===== config.mk =====
export PLATFORM = sky130hd
export DESIGN_NAME = pps_top
export DESIGN_NICKNAME = d
export VERILOG_FILES = /design/src/logic/pps_pkg.sv /design/src/logic/pps_top.sv /design/src/logic/pps_sync.sv
export SDC_FILE = /design/constraint.sdc
export NUM_CORES = 1
export LEC_CHECK = 0
export BUFFER_PORTS_ARGS = -buffer_cell sky130_fd_sc_hd__buf_4
export CORE_ASPECT_RATIO = 1.5
export CORE_MARGIN = 2
export CORE_UTILIZATION = 47
export DETAILED_ROUTE_END_ITERATION = 8
export PLACE_DENSITY = 0.62
export SYNTH_ARGS = -nofsm -noshare
export SYNTH_HDL_FRONTEND = slang
export SYNTH_SLANG_ARGS = --single-unit

===== constraint.sdc =====
create_clock -name core_clk -period 4.72 [get_ports core_clk]
set_clock_uncertainty 0.1 [all_clocks]
set_input_delay 1.18 -clock core_clk [delete_from_list [all_inputs] [get_ports core_clk]]
set_output_delay 1.18 -clock core_clk [all_outputs]
set_load 0.1 [all_outputs]

===== src/logic/pps_pkg.sv =====
// Constants and state encoding for the pushbutton power sequencer
package pps_pkg;
    localparam int unsigned CLK_HZ = 50_000_000;
    localparam int unsigned TICK_US = 1;
    localparam int unsigned TICK_CYC = CLK_HZ / 1_000_000 * TICK_US;
    localparam int unsigned ON_DEBOUNCE_MS = 128;
    localparam int unsigned OFF_DEBOUNCE_MS = 32;
    localparam int unsigned BLANK_MS = 512;
    localparam int unsigned FAILSAFE_MS = 128;
    localparam int unsigned LOCKOUT_MS = 256;
    localparam int unsigned ACK_RESP_US = 30;
    localparam int unsigned US_PER_MS = 1000;
    localparam int unsigned ON_DEBOUNCE_US = ON_DEBOUNCE_MS * US_PER_MS;
    localparam int unsigned OFF_DEBOUNCE_US = OFF_DEBOUNCE_MS * US_PER_MS;
    localparam int unsigned BLANK_US = BLANK_MS * US_PER_MS;
    localparam int unsigned FAILSAFE_US = FAILSAFE_MS * US_PER_MS;
    localparam int unsigned LOCKOUT_US = LOCKOUT_MS * US_PER_MS;
    localparam int unsigned EXT_W = 8;
    localparam int unsigned CNT_W = 20;
    localparam int unsigned TICK_W = 6;
    localparam logic [TICK_W-1:0] TICK_LAST = TICK_W'(TICK_CYC - 1);
    localparam logic [CNT_W-1:0] CNT_ZERO = 20'h00000;
    localparam logic [2:0] SYNC_RESET = 3'h7;

    typedef enum logic [2:0] {
        PPS_OFF = 3'b000,
        PPS_ON_DEB = 3'b001,
        PPS_BLANK = 3'b010,
        PPS_RUN = 3'b011,
        PPS_OFF_DEB = 3'b100,
        PPS_FAILSAFE = 3'b101,
        PPS_LOCKOUT = 3'b110
    } pps_state_e;
endpackage : pps_pkg


===== src/logic/pps_top.sv =====
// Pushbutton power on/off sequencer
// Contract
// - Enable after button low 128 ms
// - Off press needs 32 ms plus extension
// - Valid off press lowers request, starts failsafe
// - Ignore ack and button 512 ms blanking
// - Ack still low after blanking aborts
// - Ack low releases enable within 30 us
// - Failsafe 128 ms plus extension releases
// - Ack low during failsafe releases immediately
// - Button ignored in lockout after release
// - Enable polarity selected by variant
// - Lockout lasts 256 ms
// - Button high resets debounce timer
// - Reset leaves enable released, request inactive
`timescale 1ns/1ps
module pps_top #(
    parameter bit ACTIVE_LOW_EN = 1'b0,
    parameter int unsigned ON_DEB_US = pps_pkg::ON_DEBOUNCE_US,
    parameter int unsigned OFF_DEB_US = pps_pkg::OFF_DEBOUNCE_US,
    parameter int unsigned BLANK_T_US = pps_pkg::BLANK_US,
    parameter int unsigned FAILSAFE_T_US = pps_pkg::FAILSAFE_US,
    parameter int unsigned LOCKOUT_T_US = pps_pkg::LOCKOUT_US,
    parameter int unsigned MS_US = pps_pkg::US_PER_MS
) (
    // Clock and reset
    input wire logic core_clk,
    input wire logic nrst,
    // Pins
    input wire logic button_n,
    input wire logic shutdown_done_n,
    // Extensions in milliseconds
    input wire logic [pps_pkg::EXT_W-1:0] off_debounce_extend,
    input wire logic [pps_pkg::EXT_W-1:0] failsafe_delay_extend,
    // Outputs
    output logic power_en,
    output logic power_off_req_n
);
    import pps_pkg::*;

    logic btn_lvl;
    logic ack_lvl;
    logic [TICK_W-1:0] pre_q;
    logic [TICK_W-1:0] pre_d;
    logic tick;
    pps_state_e st_q;
    pps_state_e st_d;
    logic [CNT_W-1:0] cnt_q;
    logic [CNT_W-1:0] cnt_d;
    logic en_q;
    logic en_d;
    logic req_q;
    logic req_d;
    logic [CNT_W-1:0] off_lim;
    logic [CNT_W-1:0] fs_lim;
    logic [CNT_W-1:0] on_last;
    logic [CNT_W-1:0] blank_last;
    logic [CNT_W-1:0] lock_last;
    logic off_done;
    logic fs_done;

    function automatic logic [CNT_W-1:0] lim(input int unsigned base_us,
                                             input logic [EXT_W-1:0] ext_ms);
        lim = CNT_W'(base_us + int'(ext_ms) * MS_US - 1);
    endfunction : lim

    // Last count value of a fixed period given in timebase ticks
    function automatic logic [CNT_W-1:0] last_cnt(input int unsigned period_us);
        last_cnt = CNT_W'(period_us - 1);
    endfunction : last_cnt

    // True on the tick that ends a period
    function automatic logic done(input logic tk, input logic [CNT_W-1:0] cnt,
                                  input logic [CNT_W-1:0] last_v);
        done = tk && (cnt == last_v);
    endfunction : done

    pps_sync u_btn (
        .core_clk(core_clk),
        .nrst(nrst),
        .pin(button_n),
        .level(btn_lvl)
    );

    pps_sync u_ack (
        .core_clk(core_clk),
        .nrst(nrst),
        .pin(shutdown_done_n),
        .level(ack_lvl)
    );

    assign tick = (pre_q == TICK_LAST);
    assign off_lim = lim(OFF_DEB_US, off_debounce_extend);
    assign fs_lim = lim(FAILSAFE_T_US, failsafe_delay_extend);
    assign on_last = last_cnt(ON_DEB_US);
    assign blank_last = last_cnt(BLANK_T_US);
    assign lock_last = last_cnt(LOCKOUT_T_US);
    assign off_done = done(tick, cnt_q, off_lim);
    assign fs_done = done(tick, cnt_q, fs_lim);

    // Timebase prescaler, one tick per microsecond
    always_comb begin
        pre_d = tick ? '0 : pre_q + 1'b1;
    end

    always_ff @(posedge core_clk or negedge nrst) begin
        if (!nrst) begin
            pre_q <= '0;
        end else begin
            pre_q <= pre_d;
        end
    end

    always_comb begin
        st_d = st_q;
        cnt_d = tick ? cnt_q + 1'b1 : cnt_q;
        en_d = en_q;
        req_d = req_q;
        case (st_q)
            PPS_OFF: begin
                // Idle: wait for a press
                cnt_d = CNT_ZERO;
                if (!btn_lvl) begin
                    st_d = PPS_ON_DEB;
                end
            end
            PPS_ON_DEB: begin
                if (btn_lvl) begin
                    st_d = PPS_OFF;
                    cnt_d = CNT_ZERO;
                end else if (done(tick, cnt_q, on_last)) begin
                    st_d = PPS_BLANK;
                    en_d = 1'b1;
                    cnt_d = CNT_ZERO;
                end
            end
            PPS_BLANK: begin
                // Both inputs ignored until the window closes
                if (done(tick, cnt_q, blank_last)) begin
                    cnt_d = CNT_ZERO;
                    if (!ack_lvl) begin
                        st_d = PPS_LOCKOUT;
                        en_d = 1'b0;
                    end else begin
                        st_d = PPS_RUN;
                    end
                end
            end
            PPS_RUN: begin
                // Powered: the ack takes priority over the button
                cnt_d = CNT_ZERO;
                if (!ack_lvl) begin
                    st_d = PPS_LOCKOUT;
                    en_d = 1'b0;
                end else if (!btn_lvl) begin
                    st_d = PPS_OFF_DEB;
                end
            end
            PPS_OFF_DEB: begin
                if (!ack_lvl) begin
                    st_d = PPS_LOCKOUT;
                    en_d = 1'b0;
                    cnt_d = CNT_ZERO;
                end else if (btn_lvl) begin
                    st_d = PPS_RUN;
                    cnt_d = CNT_ZERO;
                end else if (off_done) begin
                    st_d = PPS_FAILSAFE;
                    req_d = 1'b1;
                    cnt_d = CNT_ZERO;
                end
            end
            PPS_FAILSAFE: begin
                // Wait for the ack or the failsafe expiry
                if (!ack_lvl || fs_done) begin
                    st_d = PPS_LOCKOUT;
                    en_d = 1'b0;
                    req_d = 1'b0;
                    cnt_d = CNT_ZERO;
                end
            end
            PPS_LOCKOUT: begin
                req_d = 1'b0;
                // Button ignored until the converter output has decayed
                if (done(tick, cnt_q, lock_last)) begin
                    st_d = PPS_OFF;
                    cnt_d = CNT_ZERO;
                end
            end
            default: begin
                st_d = PPS_OFF;
                en_d = 1'b0;
                req_d = 1'b0;
                cnt_d = CNT_ZERO;
            end
        endcase
    end

    // State, period counter and output registers
    always_ff @(posedge core_clk or negedge nrst) begin
        if (!nrst) begin
            st_q <= PPS_OFF;
            cnt_q <= CNT_ZERO;
            en_q <= 1'b0;
            req_q <= 1'b0;
        end else begin
            st_q <= st_d;
            cnt_q <= cnt_d;
            en_q <= en_d;
            req_q <= req_d;
        end
    end

    // Enable polarity follows the variant
    assign power_en = en_q ^ ACTIVE_LOW_EN;
    assign power_off_req_n = ~req_q;
endmodule : pps_top


===== src/logic/pps_sync.sv =====
// Three-stage input synchroniser with second/third agreement filter
`timescale 1ns/1ps
module pps_sync (
    // Clock and reset
    input wire logic core_clk,
    input wire logic nrst,
    // Pin in, filtered level out
    input wire logic pin,
    output logic level
);
    import pps_pkg::*;
    logic [2:0] sh_q;
    logic [2:0] sh_d;
    logic level_q;
    logic level_d;

    always_comb begin
        sh_d = {sh_q[1:0], pin};
        level_d = level_q;
        if (sh_q[1] == sh_q[2]) begin
            level_d = sh_q[2];
        end
    end

    always_ff @(posedge core_clk or negedge nrst) begin
        if (!nrst) begin
            sh_q <= SYNC_RESET;
            level_q <= 1'b1;
        end else begin
            sh_q <= sh_d;
            level_q <= level_d;
        end
    end

    assign level = level_q;
endmodule : pps_sync


# After elaboration in Yosys (flattened, before gate mapping)
# Cells that the tools add are included.
# Widths: inputs -> output; s select.
[totals]
register_bits = 39
inputBits = 20
output_inout_bits = 2
[op_classes]
addsub = 6
n_mul = 2
eq_ne = 26
mux = 34
bitwise = 3
reduce_logical = 14
[ops]
columns = ["op", "count"]
rows = [
  ["$mux 20", 9],
  ["$pmux 20 s5", 1],
  ["$eq 20x20->1", 2],
  ["$sub 19x1->20 const B", 2],
  ["$mux 3", 12],
  ["$mul 8x7->15 const B", 2],
  ["$pmux 3 s7", 1],
  ["$add 20x1->20 const B", 1],
  ["$eq 20x17->1 const B", 1],
  ["$eq 20x18->1 const B", 1],
  ["$eq 20x19->1 const B", 1],
  ["$add 15x18->19 const A", 1],
  ["$add 17x18->19 const A", 1],
  ["$ne 2x2->1 const B", 8],
  ["$reduce_and 5->1", 2],
  ["$eq 3x3->1 const B", 3],
  ["$mux 1", 8],
  ["$reduce_and 7->1", 1],
  ["$add 6x1->6 const B", 1],
  ["$eq 3x2->1 const B", 2],
  ["$eq 6x6->1 const B", 1],
  ["$mux 6", 1],
  ["$logic_and 1x1->1", 5],
  ["$pmux 1 s5", 1],
  ["other kinds (13)", 17],
]

# Longest topological paths before layout
[depth]
ltp_word = 9
depth_mapped = 21

# Hierarchy
# From an unflattened synthesis, not the netlist that was laid out.
[unflattened]
cells_unflattened = 684
hier_area_um2 = 5998.3
[modules_own_cells]
columns = ["mod", "n_inst", "cells_each", "area_each_um2", "seq_area_each_um2"]
rows = [
  ["pps_top", 1, 674, 5765.5, 775.7],
  ["pps_sync", 2, 5, 116.4, 105.1],
]

# Worst setup path before layout
# OpenSTA, ideal clock, no wires.
[synth_timing]
path_kind = "input -> register"
startpoint = "input failsafe_delay_extend[1] (netlist bit)"
endpoint = "register cnt_q[11]"
arrival_ns = 6.015
required_time_ns = 4.501
slack_ns = -1.514
path_stages = 20
path_cell_list = "fa_1 -> inv_1 -> fa_1 -> inv_1 -> fa_1 -> fa_1 -> ha_1 -> buf_2 -> nand3_1 -> and2_1 -> a32oi_4 -> nand3_1 -> a311o_1 -> a21oi_1 -> nor4_2 -> a2111oi_4 -> a31oi_1 -> a31oi_2 -> buf_6 -> nor2_1"
[synth_between]
elab_chain_len = 8
[synth_lines]
columns = ["element", "line", "rtl"]
rows = [
  ["from (decl)", "pps_top.sv:34", "input wire logic [pps_pkg::EXT_W-1:0] failsafe_delay_extend,"],
  ["$mul 8x7->15", "pps_top.sv:64", "lim = CNT_W'(base_us + int'(ext_ms) * MS_US - 1);"],
  ["$add 17x18->19", "pps_top.sv:64", ""],
  ["$sub 19x1->20", "pps_top.sv:64", ""],
  ["$eq 20x20->1", "pps_top.sv:75", "done = tk && (cnt == last_v);"],
  ["$logic_and 1x1->1", "pps_top.sv:75", ""],
  ["$logic_or 1x1->1", "pps_top.sv:175", "if (!ack_lvl || fs_done) begin"],
  ["$mux 20", "pps_top.sv:175", ""],
  ["$pmux 20 s5", "pps_top.sv:119", "case (st_q)"],
  ["net cnt_d[11]", "pps_top.sv:49", "logic [CNT_W-1:0] cnt_d;"],
  ["to (signal assigned)", "pps_top.sv:208", "cnt_q <= cnt_d;"],
  ["to (decl)", "pps_top.sv:48", "logic [CNT_W-1:0] cnt_q;"],
]
# The timed path passes the listed nets, and every way through them passes these cells.
# A chain may end at the register's enable or synchronous reset.

# Worst setup path in the final report
[layout_timing]
startpoint = "input failsafe_delay_extend[0] (netlist bit)"
endpoint = "register cnt_q[19]"
# The elaborated chain is that of the path after synthesis.

==> flow_summary.toml <==
[min_path]
hold_path.class = "reg -> reg"

[critical_path]
path_buf_inv = 6
required_ns = 4.79
crit_family = "adder cells"
crit_slowest_cell = "fa_1"
cp_cell_sequence = "buf_8 > fa_1 > fa_1 > inv_1 > fa_1 > inv_2 > fa_1 > ha_4 > nand4_1 > a32oi_4 > buf_6 > nand3_2 > a311o_1 > a21oi_2 > nor4_2 > a2111oi_4 > a31oi_2 > a31oi_4 > buf_6 > clkbuf_16 > nor2_1"
crit_type = "in -> reg"
startpoint_type = "primary input"
arrival_ns = 6.12
path_common_cell = "fa_1"
worstSetupEndpointType = "flip-flop"
max_stage_delay_ns = 0.52
worstPathMaxFanout = 7

[floorplan]
pin_count = 22
rows = 51
fp.dieH_um = 145
die_area_um2 = 14300
fp.coreArea_um2 = 13000
initial_core_util_pct = 48.2
die_width_um = 98.3

[global_route]
grt_max_degree = 40
grt_usage_pct = 22.2
overflow = 0
first_global_vias = 6081
antenna_found_initial = 0
grt_pass1_wl_um = 26500

[sta]
worst_slack_ns = -1.32
relSlewSlack_pct = 55.7
setup_viol = 24
hold_viol = 0
post-route-min-period_ns = 6.04
rsz0062_at_grt = "true"
finalMaxSlewViolations = 0
period_share_pct = 128
finalSetupTns_ns = -30.94
worstMarginPinSlew_ns = 0.663
fmax_mhz = 165

[drt]
wl_met3_um = 254
top_layer_used = "met4"
drt-met1-wl_um = 5410
drt_pass1_iterations = 5
wl_met2_um = 9500
routedWlPerCell_um = 15.2
via_per_inst = 5.49
vias = 5660
wirelength_um = 15700
drt_iter0_drc = 286
antenna_left = 0
drc = 0

[clock_tree]
cts_buffers = 5
root_buffer = "clkbuf_16"
clkLatencyLatePin_ns = 0.28
cts.clk_slew.worst_paths_ns = 0.06
clk_path_buf_depth = 2
htreeDepth = 2
clock-sinks = 39
cts_tree = "done"

[final_layout]
drive_gt1_share_pct = 31.0
final_cells = 1031
final_net_count = 1012
syn2layout_area_growth_pct = 32.0
n_antenna_cell = 0

[synth]
synth_edf_count = 0
ys_async_sr_fraction_pct = 100
ys_warn_count = 0
synth_area_um2 = 6270
synth.avg_cell_area_um2 = 8.60
ys_types = 75
ys.flop_type = "dfrtp_1"
syn_nets = 870
synth_seq_cells = 39
yosysSeqAreaShare_pct = 15.7
synthCells = 729

[placed_design]
finalWeightedCongestion = 0.842
port_buffers = 21
detailed_place_hpwl_um = 12900
place_inst = 1009

[pwr]
max-vdd-ir-drop_mv = 0.409
p_leak_nw = 3.77
p_per_area_nw_per_um2 = 724

[status]
status = "complete, but fails checks"
violations = "setup timing"

[job]
maxCapViolCount = 0
## per-stage QoR
stage               hold WS (ns)  setup slack (ns)  cell area (um^2)  power [W]  utilization, %
detailed placement         0.248             -1.70              7540    0.00478            57.9
CTS                        0.256             -1.27              8140    0.00578            62.5
global placement           0.246             -1.63              7540    0.00464            57.9
finish                     0.256             -1.32              8280    0.00599            63.6
floorplan                  0.245             -1.41              6370    0.00332               -
global route               0.258             -1.49              8280    0.00646            63.6
## report_power, final
group | internal (W) | switching [W]
Clock | 0.000195 | 0.000131
Sequential | 0.000359 | 0.0000381
Combinational | 0.00267 | 0.00260
Total | 0.00322 | 0.00277
## cells in the final DEF, fill, tap and decap left out, types with 11 or more instances in the layout
master | netlist | layout
nor3_1 | 16 | 16
nand3_1 | 22 | 18
fa_1 | 44 | 43
nor2_1 | 74 | 69
and3_1 | 13 | 13
nand4_1 | 14 | 14
buf_4 | 0 | 145
inv_1 | 103 | 101
a21oi_1 | 25 | 16
ha_1 | 77 | 65
xnor2_1 | 60 | 58
xor2_1 | 12 | 11
dfrtp_1 | 31 | 31
nand2_1 | 35 | 34
## worst reg2reg max path: cells and delay by family, from the launching register on
family	cells	cell delay [ns]
DFF	1	0.40
adders and majority gates	1	0.12
AOI/OAI and AO/OA	2	0.27
and+or+nand+nor	9	2.50
buffers and inverters	3	0.35
## Yosys cell counts, types with 3 or more instances
cell type    n  area share [%]
inv_1      103             6.2
ha_1        77              15
nor2_1      74             4.4
xnor2_1     60             8.4
fa_1        44              14
nand2_1     35             2.1
dfrtp_1     31              12
a21oi_1     25             2.0
nand3_1     22             1.8
clkbuf_1    17             1.0
nor3_1      16             1.3
o21ai_0     15             1.2
nand4_1     14             1.4
and3_1      13             1.3
xor2_1      12             1.7
a21o_1       9             1.1
nand2b_1     9            0.90
a31oi_1      8            0.80
dfstp_2      8             3.4
nor2b_1      8            0.80
mux2i_1      6            0.96
o21a_1       6            0.72
o21ai_1      6            0.48
nor4_1       5            0.50
o2111ai_1    5            0.70
or2_2        5            0.50
or3_1        5            0.50
and2_1       4            0.40
and4_1       4            0.56
buf_2        4            0.32
o211ai_1     4            0.48
o2bb2ai_1    4            0.56
a211oi_4     3            0.96
a311oi_1     3            0.42
buf_6        3            0.54
nor3_2       3            0.48
nor3b_1      3            0.36
nor4b_1      3            0.42
o31ai_1      3            0.36
or4_1        3            0.36
## metal layers
| metal | global-route usage [%] | vias to the layer above |
|---|---|---|
| met5 | 0 | - |
| met4 | 8.70 | 0 |
| met3 | 1.49 | 37 |
| met2 | 46.8 | 95 |
| met1 | 21.3 | 2759 |
| li1 | - | 2769 |
## cells by family after synthesis
group | share of synthesized area (%)
compound gates | 15.1
flops | 15.7
fa+ha+maj | 29.7
buf+inv | 8.04
simple gates | 19.5
xor+xnor | 10.6
mux | 1.32
## worst paths after layout
check | from | to | slack, ns | depth (start not counted)
min reg2reg | u_ack.sh_q[0]$_DFF_PN1_ | u_ack.sh_q[1]$_DFF_PN1_ | 0.26 | 0
max in group asynchronous | nrst | u_ack.sh_q[2]$_DFF_PN1_ | 3.40 | 1
max | failsafe_delay_extend[0] | cnt_q[19]$_DFF_PN0_ | -1.32 | 21
max reg2reg | pre_q[1]$_DFF_PN0_ | cnt_q[19]$_DFF_PN0_ | 0.83 | 15
min | u_ack.sh_q[0]$_DFF_PN1_ | u_ack.sh_q[1]$_DFF_PN1_ | 0.26 | 0
min in group asynchronous | nrst | power_en$_DFFE_PN0P_ | 0.76 | 1
## sequential cells by signal (all words and copies together) (netlist names)
signal       count
req_q            1
u_ack.sh_q       3
cnt_q           20
u_ack.level      1
u_btn.sh_q       3
st_q             3
pre_q            6
u_btn.level      1
power_en         1
## area by class of cell
class	count	area [um^2]
Multi-Input combinational cell	563	5270
Fill cell	1103	4740
Timing Repair Buffer	159	1290
Sequential cell	39	986
Inverter	103	387
Tap cell	159	199
Clock buffer	6	129
Clock inverter	2	12.5
## timing repair
item / CTS / global route
hold buffers: 0 / 0
pin swaps: 38 / 8
buffers inserted: 10 / 3
endpoints found under the setup margin: 24 / 24
resized for setup: 67 / 21
gates cloned: 1 / 1
No activity file was read; power rests on OpenSTA's default activity.
